File: src/inc/sms_params.svh
// Constants of the sensor mode and measurement sequencer
`ifndef SMS_PARAMS_SVH
`define SMS_PARAMS_SVH

// Mode field encodings
`define SMS_MODE_SLEEP      2'h0
`define SMS_MODE_FORCED     2'h1
`define SMS_MODE_FORCED_ALT 2'h2
`define SMS_MODE_NORMAL     2'h3

// Oversampling and resolution
`define SMS_OSR_SKIP        3'h0
`define SMS_OSR_MAX         3'h5
`define SMS_RES_BASE        5'h10
`define SMS_RES_FULL        5'h14

// Values loaded into the outputs of a skipped channel
`define SMS_SKIP_TP         20'h80000
`define SMS_SKIP_H          16'h8000

// Filter field
`define SMS_FILT_OFF        3'h0
`define SMS_FILT_MAXSH      3'h4

// Channel codes towards the converter
`define SMS_CH_T            2'h0
`define SMS_CH_P            2'h1
`define SMS_CH_H            2'h2

// Reset values of the settings
`define SMS_RST_OSR         3'h0
`define SMS_RST_FILT        3'h0
`define SMS_RST_STBY        3'h0

// System clock rate in MHz
`define SMS_CLK_MHZ         10

`endif

File: src/inc/sms_pkg.sv
// Types of the sensor mode and measurement sequencer
package sms_pkg;

    typedef enum logic [2:0] {
        ST_SLEEP,
        ST_NEXT,
        ST_WAIT,
        ST_COMMIT,
        ST_STANDBY
    } sms_state_t;

    // One host write; each strobe carries the fields beside it
    typedef struct packed {
        logic       mode_wr;
        logic [1:0] mode;
        logic       hum_wr;
        logic [2:0] osrs_h;
        logic       meas_wr;
        logic [2:0] osrs_t;
        logic [2:0] osrs_p;
        logic       cfg_wr;
        logic [2:0] standby_time_select;
        logic [2:0] filter;
    } sms_wr_t;

    typedef struct packed {
        logic [19:0] temp;
        logic [19:0] press;
        logic [15:0] hum;
    } sms_data_t;

    typedef struct packed {
        logic       start;
        logic [1:0] chan;
        logic [2:0] osr;
    } sms_conv_t;

endpackage

File: src/rtl/sms_filt_mem.sv
// Filter memory for the temperature and pressure channels
`timescale 1ns/10ps
module sms_filt_mem
    import sms_pkg::*;
(
    // Clock and reset
    input  wire logic        i_clk_sys,
    input  wire logic        i_rst,
    // Write port
    input  wire logic        i_wr_en,
    input  wire logic        i_wr_addr,
    input  wire logic [19:0] i_wr_data,
    // Read port
    input  wire logic        i_rd_addr,
    output logic      [19:0] o_rd_data
);

    logic [19:0] mem_ff [0:1];
    logic [19:0] rd_data_ff;

    always_ff @(posedge i_clk_sys or posedge i_rst)
    begin
        if (i_rst)
        begin
            mem_ff[0] <= 20'h00000;
            mem_ff[1] <= 20'h00000;
        end
        else if (i_wr_en)
        begin
            mem_ff[i_wr_addr] <= i_wr_data;
        end
    end

    always_ff @(posedge i_clk_sys or posedge i_rst)
    begin
        if (i_rst)
            rd_data_ff <= 20'h00000;
        else
            rd_data_ff <= mem_ff[i_rd_addr];
    end

    assign o_rd_data = rd_data_ff;

endmodule

File: src/rtl/sms_sequencer.sv
// Mode control and measurement sequencing of the environmental sensor
// Operation
// - Hold logic and settings in reset until both supplies are up.
// - After power-on reset the device sits in sleep mode.
// - Core supply loss or soft reset resets; interface supply loss does not.
// - Two-bit mode field selects sleep, forced or normal only.
// - Mode writes during a measurement wait until the measurement ends.
// - While a change waits, mode and humidity writes are ignored.
// - Sleep performs no conversions; settings stay writable.
// - Forced mode measures once, stores results, returns to sleep.
// - Normal mode loops measurement and a selectable standby time.
// - Normal cycle equals measurement time plus standby time.
// - Normal mode refreshes data outputs after every measurement.
// - Measurement runs temperature, pressure, humidity, each with oversampling.
// - Filter may act on pressure and temperature, never on humidity.
// - Humidity skippable or oversampled by three-bit field; result 16 bits.
// - Pressure skippable or oversampled by three-bit field.
// - Filter on gives 20-bit pressure.
// - Filter off gives 16 plus code minus one pressure bits.
// - Skipped temperature or pressure outputs skip value, filter memory kept.
// - Filter setting write resets filter; next results pass and seed it.
`timescale 1ns/10ps
`include "sms_params.svh"
module sms_sequencer
    import sms_pkg::*;
#(
    // Standby times in microseconds for each standby_time_select code
    parameter int unsigned P_STBY_US [0:7] = '{500, 1000, 2000, 5000, 10000, 100000, 500000, 1000000}
)
(
    // Clock and reset
    input  wire logic        i_clk_sys,
    input  wire logic        i_rst,
    // Supply good levels from the pins
    input  wire logic        i_core_supply_ok,
    input  wire logic        i_interface_supply_ok,
    // Host side
    input  wire logic        i_soft_reset,
    input  wire sms_wr_t     i_wr,
    // Converter side
    input  wire logic        i_conv_done,
    input  wire logic [19:0] i_conv_data,
    output sms_conv_t        o_conv,
    // Status and results
    output logic             o_core_reset,
    output logic      [1:0]  o_mode,
    output logic             o_measuring,
    output logic             o_pending,
    output logic             o_data_valid,
    output sms_data_t        o_data
);

    logic [2:0]  core_sync_ff;
    logic [2:0]  io_sync_ff;
    logic        core_lvl_ff;
    logic        io_lvl_ff;
    logic        por_ok_ff;
    logic        core_reset_ff;
    logic        clr;
    sms_state_t  state_ff;
    sms_state_t  nxt_state;
    logic [1:0]  mode_ff;
    logic [1:0]  nxt_mode;
    logic        pending_ff;
    logic [1:0]  pend_mode_ff;
    logic [2:0]  osrs_t_ff;
    logic [2:0]  osrs_p_ff;
    logic [2:0]  osrs_h_ff;
    logic [2:0]  filter_ff;
    logic [2:0]  stby_sel_ff;
    logic [23:0] stby_cnt_ff;
    logic [1:0]  chan_ff;
    logic [1:0]  filt_init_ff;
    logic        measuring_ff;
    sms_conv_t   conv_ff;
    sms_data_t   stage_ff;
    sms_data_t   data_ff;
    logic        data_valid_ff;
    logic [19:0] mem_rd_data;
    logic [19:0] filt_res;
    logic        mem_wr_en;
    logic [2:0]  cur_osr;
    logic        cur_skip;
    logic        busy;
    logic        mode_take;
    logic        start_meas;

    // Legal mode codes only; the spare code acts as forced
    function automatic logic [1:0] mode_dec(input logic [1:0] m);
        if (m == `SMS_MODE_SLEEP)
            mode_dec = `SMS_MODE_SLEEP;
        else if (m == `SMS_MODE_NORMAL)
            mode_dec = `SMS_MODE_NORMAL;
        else
            mode_dec = `SMS_MODE_FORCED;
    endfunction

    function automatic logic [2:0] osr_cap(input logic [2:0] c);
        osr_cap = (c > `SMS_OSR_MAX) ? `SMS_OSR_MAX : c;
    endfunction

    // Output resolution of temperature and pressure
    function automatic logic [19:0] res_fit(input logic [19:0] v, input logic [2:0] osr, input logic filt_on);
        logic [4:0]  bits;
        logic [19:0] mask;
        bits = `SMS_RES_BASE + {2'h0, osr_cap(osr)} - 5'h01;
        mask = 20'hFFFFF << (`SMS_RES_FULL - bits);
        res_fit = filt_on ? v : (v & mask);
    endfunction

    function automatic logic [19:0] iir(input logic [19:0] old, input logic [19:0] adc, input logic [2:0] sh);
        logic signed [20:0] d;
        d = $signed({1'b0, adc}) - $signed({1'b0, old});
        d = d >>> sh;
        iir = 20'($signed({1'b0, old}) + d);
    endfunction

    function automatic logic [23:0] stby_cycles(input logic [2:0] code);
        stby_cycles = 24'(P_STBY_US[code] * `SMS_CLK_MHZ);
    endfunction

    // Supply levels pass four flip-flops; the last one changes only when the two samples before it agree
    always_ff @(posedge i_clk_sys or posedge i_rst)
    begin
        if (i_rst)
        begin
            core_sync_ff <= 3'h0;
            io_sync_ff   <= 3'h0;
            core_lvl_ff  <= 1'b0;
            io_lvl_ff    <= 1'b0;
        end
        else
        begin
            core_sync_ff <= {core_sync_ff[1:0], i_core_supply_ok};
            io_sync_ff   <= {io_sync_ff[1:0], i_interface_supply_ok};
            if (core_sync_ff[1] == core_sync_ff[2])
                core_lvl_ff <= core_sync_ff[2];
            if (io_sync_ff[1] == io_sync_ff[2])
                io_lvl_ff <= io_sync_ff[2];
        end
    end

    // Power-on release needs both supplies; only the core supply takes it back
    always_ff @(posedge i_clk_sys or posedge i_rst)
    begin
        if (i_rst)
            por_ok_ff <= 1'b0;
        else if (!core_lvl_ff)
            por_ok_ff <= 1'b0;
        else if (io_lvl_ff)
            por_ok_ff <= 1'b1;
    end

    assign clr = !por_ok_ff || i_soft_reset;

    always_ff @(posedge i_clk_sys or posedge i_rst)
    begin
        if (i_rst)
            core_reset_ff <= 1'b1;
        else
            core_reset_ff <= clr;
    end

    assign busy      = (state_ff == ST_NEXT) || (state_ff == ST_WAIT) || (state_ff == ST_COMMIT);
    assign mode_take = i_wr.mode_wr && !pending_ff;
    assign cur_osr   = (chan_ff == `SMS_CH_T) ? osrs_t_ff : (chan_ff == `SMS_CH_P) ? osrs_p_ff : osrs_h_ff;
    assign cur_skip  = (cur_osr == `SMS_OSR_SKIP);

    // Mode and sequence control
    always_comb
    begin
        nxt_state  = state_ff;
        nxt_mode   = mode_ff;
        start_meas = 1'b0;
        unique case (state_ff)
            ST_SLEEP, ST_STANDBY:
            begin
                if (mode_take)
                begin
                    nxt_mode = mode_dec(i_wr.mode);
                    if (mode_dec(i_wr.mode) == `SMS_MODE_SLEEP)
                        nxt_state = ST_SLEEP;
                    else
                        start_meas = 1'b1;
                end
                else if (state_ff == ST_STANDBY && stby_cnt_ff == 24'h000000)
                    start_meas = 1'b1;
                if (start_meas)
                    nxt_state = ST_NEXT;
            end
            ST_NEXT:
            begin
                if (!cur_skip)
                    nxt_state = ST_WAIT;
                else if (chan_ff == `SMS_CH_H)
                    nxt_state = ST_COMMIT;
            end
            ST_WAIT:
            begin
                if (i_conv_done)
                    nxt_state = (chan_ff == `SMS_CH_H) ? ST_COMMIT : ST_NEXT;
            end
            ST_COMMIT:
            begin
                if (pending_ff || mode_take)
                begin
                    // A write in the closing cycle is applied like a deferred one
                    nxt_mode = pending_ff ? pend_mode_ff : mode_dec(i_wr.mode);
                    if (nxt_mode == `SMS_MODE_SLEEP)
                        nxt_state = ST_SLEEP;
                    else if (nxt_mode == `SMS_MODE_NORMAL)
                        nxt_state = ST_STANDBY;
                    else
                        nxt_state = ST_NEXT;
                end
                else if (mode_ff == `SMS_MODE_NORMAL)
                    nxt_state = ST_STANDBY;
                else
                begin
                    nxt_mode  = `SMS_MODE_SLEEP;
                    nxt_state = ST_SLEEP;
                end
            end
        endcase
    end

    always_ff @(posedge i_clk_sys or posedge i_rst)
    begin
        if (i_rst)
        begin
            state_ff <= ST_SLEEP;
            mode_ff  <= `SMS_MODE_SLEEP;
        end
        else if (clr)
        begin
            state_ff <= ST_SLEEP;
            mode_ff  <= `SMS_MODE_SLEEP;
        end
        else
        begin
            state_ff <= nxt_state;
            mode_ff  <= nxt_mode;
        end
    end

    // Deferred mode change
    always_ff @(posedge i_clk_sys or posedge i_rst)
    begin
        if (i_rst)
        begin
            pending_ff   <= 1'b0;
            pend_mode_ff <= `SMS_MODE_SLEEP;
        end
        else if (clr)
            pending_ff <= 1'b0;
        else if (mode_take && busy && state_ff != ST_COMMIT)
        begin
            pending_ff   <= 1'b1;
            pend_mode_ff <= mode_dec(i_wr.mode);
        end
        else if (state_ff == ST_COMMIT)
            pending_ff <= 1'b0;
    end

    // Settings stay writable in every mode; humidity writes are ignored while a mode change is pending
    always_ff @(posedge i_clk_sys or posedge i_rst)
    begin
        if (i_rst)
        begin
            osrs_t_ff   <= `SMS_RST_OSR;
            osrs_p_ff   <= `SMS_RST_OSR;
            osrs_h_ff   <= `SMS_RST_OSR;
            filter_ff   <= `SMS_RST_FILT;
            stby_sel_ff <= `SMS_RST_STBY;
        end
        else if (clr)
        begin
            osrs_t_ff   <= `SMS_RST_OSR;
            osrs_p_ff   <= `SMS_RST_OSR;
            osrs_h_ff   <= `SMS_RST_OSR;
            filter_ff   <= `SMS_RST_FILT;
            stby_sel_ff <= `SMS_RST_STBY;
        end
        else
        begin
            if (i_wr.hum_wr && !pending_ff)
                osrs_h_ff <= i_wr.osrs_h;
            if (i_wr.meas_wr)
            begin
                osrs_t_ff <= i_wr.osrs_t;
                osrs_p_ff <= i_wr.osrs_p;
            end
            if (i_wr.cfg_wr)
            begin
                filter_ff   <= i_wr.filter;
                stby_sel_ff <= i_wr.standby_time_select;
            end
        end
    end

    // Filter restart flags; a filter write wins over the seeding clear
    always_ff @(posedge i_clk_sys or posedge i_rst)
    begin
        if (i_rst)
            filt_init_ff <= 2'h3;
        else if (clr || i_wr.cfg_wr)
            filt_init_ff <= 2'h3;
        else if (mem_wr_en)
            filt_init_ff[chan_ff[0]] <= 1'b0;
    end

    // Standby timer starts as the measurement ends
    always_ff @(posedge i_clk_sys or posedge i_rst)
    begin
        if (i_rst)
            stby_cnt_ff <= 24'h000000;
        else if (nxt_state == ST_STANDBY && state_ff != ST_STANDBY)
            stby_cnt_ff <= stby_cycles(stby_sel_ff) - 24'h000001;
        else if (stby_cnt_ff != 24'h000000)
            stby_cnt_ff <= stby_cnt_ff - 24'h000001;
    end

    // Channel walk and converter requests
    always_ff @(posedge i_clk_sys or posedge i_rst)
    begin
        if (i_rst)
        begin
            chan_ff <= `SMS_CH_T;
            conv_ff <= '0;
        end
        else
        begin
            conv_ff.start <= 1'b0;
            if (clr || start_meas || (state_ff == ST_COMMIT && nxt_state == ST_NEXT))
                chan_ff <= `SMS_CH_T;
            else if (state_ff == ST_NEXT && !cur_skip)
            begin
                conv_ff.start <= 1'b1;
                conv_ff.chan  <= chan_ff;
                conv_ff.osr   <= cur_osr;
            end
            else if ((state_ff == ST_NEXT || (state_ff == ST_WAIT && i_conv_done)) && chan_ff != `SMS_CH_H)
                chan_ff <= chan_ff + 2'h1;
        end
    end

    // Filter step for temperature and pressure
    always_comb
    begin
        if (filter_ff == `SMS_FILT_OFF || filt_init_ff[chan_ff[0]])
            filt_res = i_conv_data;
        else
            filt_res = iir(mem_rd_data, i_conv_data, osr_cap(filter_ff) > `SMS_FILT_MAXSH ? `SMS_FILT_MAXSH : osr_cap(filter_ff));
    end

    assign mem_wr_en = (state_ff == ST_WAIT) && i_conv_done && (chan_ff != `SMS_CH_H);

    sms_filt_mem u_filt_mem (
        .i_clk_sys (i_clk_sys),
        .i_rst     (i_rst),
        .i_wr_en   (mem_wr_en),
        .i_wr_addr (chan_ff[0]),
        .i_wr_data (filt_res),
        .i_rd_addr (chan_ff[0]),
        .o_rd_data (mem_rd_data)
    );

    // Staged results of the running measurement
    always_ff @(posedge i_clk_sys or posedge i_rst)
    begin
        if (i_rst)
            stage_ff <= '0;
        else if (state_ff == ST_NEXT && cur_skip)
        begin
            if (chan_ff == `SMS_CH_T)
                stage_ff.temp <= `SMS_SKIP_TP;
            else if (chan_ff == `SMS_CH_P)
                stage_ff.press <= `SMS_SKIP_TP;
            else
                stage_ff.hum <= `SMS_SKIP_H;
        end
        else if (state_ff == ST_WAIT && i_conv_done)
        begin
            if (chan_ff == `SMS_CH_T)
                stage_ff.temp <= res_fit(filt_res, osrs_t_ff, filter_ff != `SMS_FILT_OFF);
            else if (chan_ff == `SMS_CH_P)
                stage_ff.press <= res_fit(filt_res, osrs_p_ff, filter_ff != `SMS_FILT_OFF);
            else
                stage_ff.hum <= i_conv_data[15:0];
        end
    end

    // Data outputs refresh at the end of every measurement
    always_ff @(posedge i_clk_sys or posedge i_rst)
    begin
        if (i_rst)
        begin
            data_ff       <= '0;
            data_valid_ff <= 1'b0;
            measuring_ff  <= 1'b0;
        end
        else
        begin
            data_valid_ff <= (state_ff == ST_COMMIT) && !clr;
            measuring_ff  <= (nxt_state != ST_SLEEP) && (nxt_state != ST_STANDBY) && !clr;
            if (clr)
                data_ff <= '0;
            else if (state_ff == ST_COMMIT)
                data_ff <= stage_ff;
        end
    end

    assign o_conv       = conv_ff;
    assign o_core_reset = core_reset_ff;
    assign o_mode       = mode_ff;
    assign o_measuring  = measuring_ff;
    assign o_pending    = pending_ff;
    assign o_data_valid = data_valid_ff;
    assign o_data       = data_ff;

    chk_por_hold: assert property (@(posedge i_clk_sys) disable iff (i_rst)
        !por_ok_ff |=> state_ff == ST_SLEEP && mode_ff == `SMS_MODE_SLEEP && o_core_reset)
        else $error("activity while power-on reset held");
    chk_sleep_after_por: assert property (@(posedge i_clk_sys) disable iff (i_rst)
        $rose(por_ok_ff) |-> state_ff == ST_SLEEP && !o_conv.start)
        else $error("not in sleep after power-on release");
    chk_io_no_reset: assert property (@(posedge i_clk_sys) disable iff (i_rst)
        por_ok_ff && core_lvl_ff && !io_lvl_ff |=> por_ok_ff)
        else $error("interface supply loss caused reset");
    chk_mode_legal: assert property (@(posedge i_clk_sys) disable iff (i_rst)
        o_mode != `SMS_MODE_FORCED_ALT)
        else $error("illegal mode code held");
    chk_defer_mode: assert property (@(posedge i_clk_sys) disable iff (i_rst || clr)
        mode_take && busy && state_ff != ST_COMMIT |=> pending_ff && $stable(mode_ff))
        else $error("mode change applied during measurement");
    chk_ignore_hum: assert property (@(posedge i_clk_sys) disable iff (i_rst || clr)
        pending_ff && i_wr.hum_wr |=> $stable(osrs_h_ff))
        else $error("humidity write taken while change pending");
    chk_sleep_idle: assert property (@(posedge i_clk_sys) disable iff (i_rst)
        state_ff == ST_SLEEP ##1 state_ff == ST_SLEEP |-> !o_conv.start)
        else $error("conversion started in sleep");
    chk_forced_back: assert property (@(posedge i_clk_sys) disable iff (i_rst || clr)
        state_ff == ST_COMMIT && !pending_ff && !mode_take && mode_ff == `SMS_MODE_FORCED
        |=> state_ff == ST_SLEEP && mode_ff == `SMS_MODE_SLEEP && o_data_valid)
        else $error("forced mode did not return to sleep");
    chk_normal_loop: assert property (@(posedge i_clk_sys) disable iff (i_rst || clr)
        state_ff == ST_COMMIT && !pending_ff && !mode_take && mode_ff == `SMS_MODE_NORMAL
        |=> state_ff == ST_STANDBY && stby_cnt_ff == stby_cycles(stby_sel_ff) - 24'h000001)
        else $error("normal mode did not enter standby");
    chk_skip_value: assert property (@(posedge i_clk_sys) disable iff (i_rst)
        state_ff == ST_NEXT && chan_ff == `SMS_CH_P && osrs_p_ff == `SMS_OSR_SKIP && !clr
        |=> stage_ff.press == `SMS_SKIP_TP && !$past(mem_wr_en))
        else $error("skipped pressure not loaded with skip value");

    cov_forced_done: cover property (@(posedge i_clk_sys) disable iff (i_rst)
        state_ff == ST_COMMIT && mode_ff == `SMS_MODE_FORCED);
    cov_normal_wrap: cover property (@(posedge i_clk_sys) disable iff (i_rst)
        state_ff == ST_STANDBY ##1 state_ff == ST_NEXT);
    cov_pending: cover property (@(posedge i_clk_sys) disable iff (i_rst)
        pending_ff && state_ff == ST_COMMIT);

endmodule

File: config.mk
export PLATFORM = sky130hd
export DESIGN_NAME = sms_sequencer
export DESIGN_NICKNAME = d
export VERILOG_FILES = /design/src/inc/sms_pkg.sv /design/src/rtl/sms_filt_mem.sv /design/src/rtl/sms_sequencer.sv
export VERILOG_INCLUDE_DIRS = /design/src /design/src/inc
export SDC_FILE = /design/constraint.sdc
export NUM_CORES = 1
export LEC_CHECK = 0
export BUFFER_PORTS_ARGS = -buffer_cell sky130_fd_sc_hd__buf_2
export CORE_ASPECT_RATIO = 0.6
export CORE_MARGIN = 2
export CORE_UTILIZATION = 45
export CTS_CLUSTER_SIZE = 12
export DETAILED_ROUTE_END_ITERATION = 6
export GPL_ROUTABILITY_DRIVEN = 1
export PLACE_DENSITY = 0.75
export SYNTH_ARGS = -nofsm -noshare
export SYNTH_HDL_FRONTEND = slang
export SYNTH_SLANG_ARGS = --single-unit
File: constraint.sdc
create_clock -name i_clk_sys -period 6.8 [get_ports i_clk_sys]
set_input_delay 0 -clock i_clk_sys [delete_from_list [all_inputs] [get_ports i_clk_sys]]
set_output_delay 0 -clock i_clk_sys [all_outputs]
set_load 0.005 [all_outputs]
==> out/qor.txt <==
FLOORPLANNING
--------------------------------------------------------------------------------------------
Std cell rows                                                                             51
Top-level port count                                                                     115
Area of the die                                                                  0.0342 mm^2
Placeable Area                                                                   0.0323 mm^2
Width of the die                                                                      237 um
Vertical die dimension                                                                144 um
Starting density of the core                                                           45.5%

TIMING
--------------------------------------------------------------------------------------------
Post-layout minimum cycle time                                                       5.59 ns
Transition time at the pin with the least slew margin                                1.15 ns
Fin Hold WS                                                                        0.0475 ns
Setup Skew                                                                         0.0176 ns
Fin crit share                                                                         82.2%
Slew margin rel.                                                                       23.2%
Max Freq                                                                             179 MHz
Count of final hold-check violations                                                       0
Setup tns final                                                                         0 ns
Unrepaired setup endpoints after global routing                                           no
Number of slew-limit violations in the final report                                        0
Setup Viol. Count Final                                                                    0

LAYOUT
--------------------------------------------------------------------------------------------
Proportion of layout cells with a drive suffix above 1                                 13.0%
Final Instance Area                                                              0.0169 mm^2
Most common library cell in the layout ignoring fill and taps                   sky130_fd_sc_hd__nand2_1
Highest-count cells in the layout ignoring fill and taps                        sky130_fd_sc_hd__nand2_1, sky130_fd_sc_hd__dfrtp_1, sky130_fd_sc_hd__a21oi_1
Area delta synth->final                                                                15.0%
Final net count                                                                         1912

CLOCK TREE
--------------------------------------------------------------------------------------------
Clock Pin Slew Worst Setup and Hold Paths                                            0.07 ns
Post-CTS resize count                                                                      0
CTS tree                                                                                 yes
Clock Root Buffer                                                               sky130_fd_sc_hd__clkbuf_16
Worst-Skew Late Latency                                                              0.56 ns
CTS Hold Buffers Added                                                                    59
TritonCTS Buffers                                                                         25
Buffers from clock root to sink, at most                                                   3
Number of H-tree levels                                                                    1
Post-CTS repair timing setup buffer count                                                  0
Total clock sinks                                                                        241

HOLD PATH
--------------------------------------------------------------------------------------------
Class of the tightest hold or removal check                                     input port to async pin

SYNTH
--------------------------------------------------------------------------------------------
Compound-gate portion of the synthesized area                                          18.8%
Yosys top cell by area                                                          sky130_fd_sc_hd__dfrtp_1
Average size of a mapped cell                                                      8.86 um^2
Basic-gate share of the synthesized area counting and, or, nand and nor cells          18.4%
Synth Register Bits                                                                      241
Number of flops mapped to enable cells by yosys                                            0
Adder and majority cell fraction of the synthesized area                               6.93%
Share of synthesized area spent on multiplexers                                        6.22%
Primary FF master, synth                                                        sky130_fd_sc_hd__dfrtp_1
Cell area after technology mapping                                               0.0147 mm^2
Leading post-synthesis cells by cell area                                       sky130_fd_sc_hd__dfrtp_1, sky130_fd_sc_hd__nand2_1, sky130_fd_sc_hd__ha_1
Sequential share of the synthesized area                                               41.1%
Synthesized netlist net count                                                           1784
Proportion of netlist area held by the largest area contributor                        40.5%
Yosys cell types                                                                          91
Number of instances in the synthesized netlist                                          1659
Post-synthesis share of cell area spent on xor and xnor gates                          4.46%
Dominant combinational cell family by area after synthesis                      compound AO/OA/AOI/OAI gates
Number of warnings issued by yosys                                                         0
Post-synth ARST share                                                                   100%

PLACED DESIGN
--------------------------------------------------------------------------------------------
Cell Area, Placed                                                                0.0156 mm^2
Placer congestion estimate                                                             0.970
Port Buffer Count                                                                        114
Sum of net half-perimeters after detailed placement                                 32900 um

RUN
--------------------------------------------------------------------------------------------
Max-cap violation count                                                                    0

CRITICAL PATH
--------------------------------------------------------------------------------------------
Cell family with the largest share of critical-path delay                       compound AO/OA/AOI/OAI gates
Cell chain of the critical path                                                 inv_1 -> ha_1 -> nor2b_1 -> o31a_1 -> o21ai_1 -> o21bai_1 -> a21oi_1 -> xor2_1 -> mux2_2 -> a221oi_1 -> ha_1 -> and3_1 -> and3_1 -> a2111oi_0 -> buf_4 -> nor2_1 -> a31oi_1 -> xor2_1 -> o21ai_1 -> mux2_2
Worst Path Max Fanout                                                                      5
CP max stage cell                                                               sky130_fd_sc_hd__a2111oi_0
Worst Setup Path Type                                                           flip-flop to flip-flop
Kind of capture point of the worst setup path                                      flip-flop
Total buffers and inverters traversed by the critical path                                 2
Type of element launching the critical path                                        flip-flop
Worst Reg-to-Reg Cells                                                                    20
Required time of the critical path                                                   7.28 ns
Logic depth of the worst setup path including buffers                                     20
Highest cell delay on the worst timing path                                          0.54 ns
Data arrival, critical path                                                          6.07 ns

STATUS
--------------------------------------------------------------------------------------------
Run status                                                                      complete, no violations

POWER AND IR DROP
--------------------------------------------------------------------------------------------
Leak pwr                                                                             7.74 nW
Power per Cell Area                                                              213 mW/mm^2
IR drop worst, VDD                                                                  0.148 mV

GLOBAL ROUTING
--------------------------------------------------------------------------------------------
Number of antenna violations at the first check in global routing                          3
Largest net degree at the start of global routing                                         89
Grt ovf                                                                                    0
Global-route wire length before repair                                              69400 um
Number of global-route vias before repair                                              12300
Overall global routing resource usage                                                  26.0%

DETAILED ROUTING
--------------------------------------------------------------------------------------------
Total wirelength of the detailed-routed design                                      44500 um
Remaining routing DRC violations                                                           0
Detailed-route vias per instance                                                        5.93
Antenna viol nets, final                                                                   0
Detailed-route wire length per cell                                                  20.0 um
Iter 0 DRT Violations                                                                   1534
Via count                                                                              13200
Total iterations of the first detailed-routing run                                         6

-- metrics by stage --
stage	setup slack [ns]	power, mW	utilization, %	instances
2_1_floorplan	0.189	2.04	-	1659
3_3_place_gp	1.42	2.23	48.2	2125
3_5_place_dp	1.37	2.24	48.2	2125
4_1_cts	1.31	3.60	52.4	2219
5_1_grt	0.812	3.75	52.4	2220
6_report	1.21	3.60	52.4	2220
-- per-layer routing --
| layer | global-route usage (%) | up-vias | share of wire [%] |
|---|---|---|---|
| li1 | - | 6131 | - |
| met1 | 40.0 | 6390 | 47 |
| met2 | 34.8 | 597 | 39 |
| met3 | 9.10 | 56 | 13 |
| met4 | 4.63 | 0 | 1.7 |
| met5 | 0 | - | 0 |
-- sequential cells by signal, indices dropped and copies added (netlist names), 2 cells and up --
name and flops:
o_data 56, stage_ff 56, u_filt_mem.mem_ff 40, stby_cnt_ff 24, u_filt_mem.o_rd_data 20, o_conv 6, core_sync_ff 3, filter_ff 3
io_sync_ff 3, osrs_h_ff 3, osrs_p_ff 3, osrs_t_ff 3, state_ff 3, stby_sel_ff 3, chan_ff 2, filt_init_ff 2
o_mode 2, pend_mode_ff 2
-- final timing paths --
path / start / end / slack [ns]
min in group i_clk_sys: i_interface_supply_ok / io_sync_ff[0] / 0.10
max: u_filt_mem.o_rd_data[1] / u_filt_mem.mem_ff[37] / 1.21
max reg2reg: u_filt_mem.o_rd_data[1] / u_filt_mem.mem_ff[37] / 1.21
min: i_rst / core_sync_ff[0] / 0.05
min reg2reg: io_sync_ff[0] / io_sync_ff[1] / 0.35
max in group asynchronous: i_rst / u_filt_mem.mem_ff[26] / 5.13
-- layout make-up --
class / count / area, um^2
clock buffer: 30 / 644
timing repair buffer: 189 / 1280
tap: 424 / 531
inverter: 64 / 248
sequential: 241 / 6030
multi-input combinational: 1266 / 8070
fill: 2912 / 15400
clock inverter: 5 / 93.8
antenna: 1 / 2.50
-- cells in the mapped netlist, types with 9 or more instances --
master,instances
sky130_fd_sc_hd__nand2_1,266
sky130_fd_sc_hd__dfrtp_1,238
sky130_fd_sc_hd__a21oi_1,150
sky130_fd_sc_hd__nor2_1,110
sky130_fd_sc_hd__o21ai_0,89
sky130_fd_sc_hd__ha_1,75
sky130_fd_sc_hd__clkbuf_1,73
sky130_fd_sc_hd__inv_1,61
sky130_fd_sc_hd__xnor2_1,46
sky130_fd_sc_hd__mux2i_1,43
sky130_fd_sc_hd__mux2_2,39
sky130_fd_sc_hd__o21ai_1,35
sky130_fd_sc_hd__nor3_1,34
sky130_fd_sc_hd__nand3_1,27
sky130_fd_sc_hd__xor2_1,27
sky130_fd_sc_hd__nand2b_1,21
sky130_fd_sc_hd__a21o_1,18
sky130_fd_sc_hd__a31oi_1,17
sky130_fd_sc_hd__a211oi_1,16
sky130_fd_sc_hd__nor2b_1,16
sky130_fd_sc_hd__and2_1,15
sky130_fd_sc_hd__o31ai_1,15
sky130_fd_sc_hd__or3_1,15
sky130_fd_sc_hd__a22o_1,12
sky130_fd_sc_hd__buf_1,11
sky130_fd_sc_hd__nand4_1,11
sky130_fd_sc_hd__nor4_1,9
-- logic make-up (layout without fill, tap and decap cells) --
kind of cell    count (synthesis)  after routing
buf+inv                       152            288
simple gates                  581            581
xor+xnor                       74             74
fa+ha+maj                      80             80
other cells                     0              1
compound gates                447            447
flops                         241            241
mux                            84             84
-- worst register-to-register path: stages (launching register included) --
cell and delay [ns]:
sky130_fd_sc_hd__dfrtp_1 0.41, sky130_fd_sc_hd__inv_1 0.10, sky130_fd_sc_hd__ha_1 0.27, sky130_fd_sc_hd__nor2b_1 0.15
sky130_fd_sc_hd__o31a_1 0.32, sky130_fd_sc_hd__o21ai_1 0.35, sky130_fd_sc_hd__o21bai_1 0.10, sky130_fd_sc_hd__a21oi_1 0.27
sky130_fd_sc_hd__xor2_1 0.16, sky130_fd_sc_hd__mux2_2 0.28, sky130_fd_sc_hd__a221oi_1 0.34, sky130_fd_sc_hd__ha_1 0.37
sky130_fd_sc_hd__and3_1 0.19, sky130_fd_sc_hd__and3_1 0.20, sky130_fd_sc_hd__a2111oi_0 0.54, sky130_fd_sc_hd__buf_4 0.24
sky130_fd_sc_hd__nor2_1 0.13, sky130_fd_sc_hd__a31oi_1 0.21, sky130_fd_sc_hd__xor2_1 0.09, sky130_fd_sc_hd__o21ai_1 0.53
sky130_fd_sc_hd__mux2_2 0.28
-- power by group --
part | internal [mW] | switching [mW]
Combinational | 0.274 | 0.421
Sequential | 1.51 | 0.0687
Clock | 0.745 | 0.585
(Power assumes the default switching activity.)
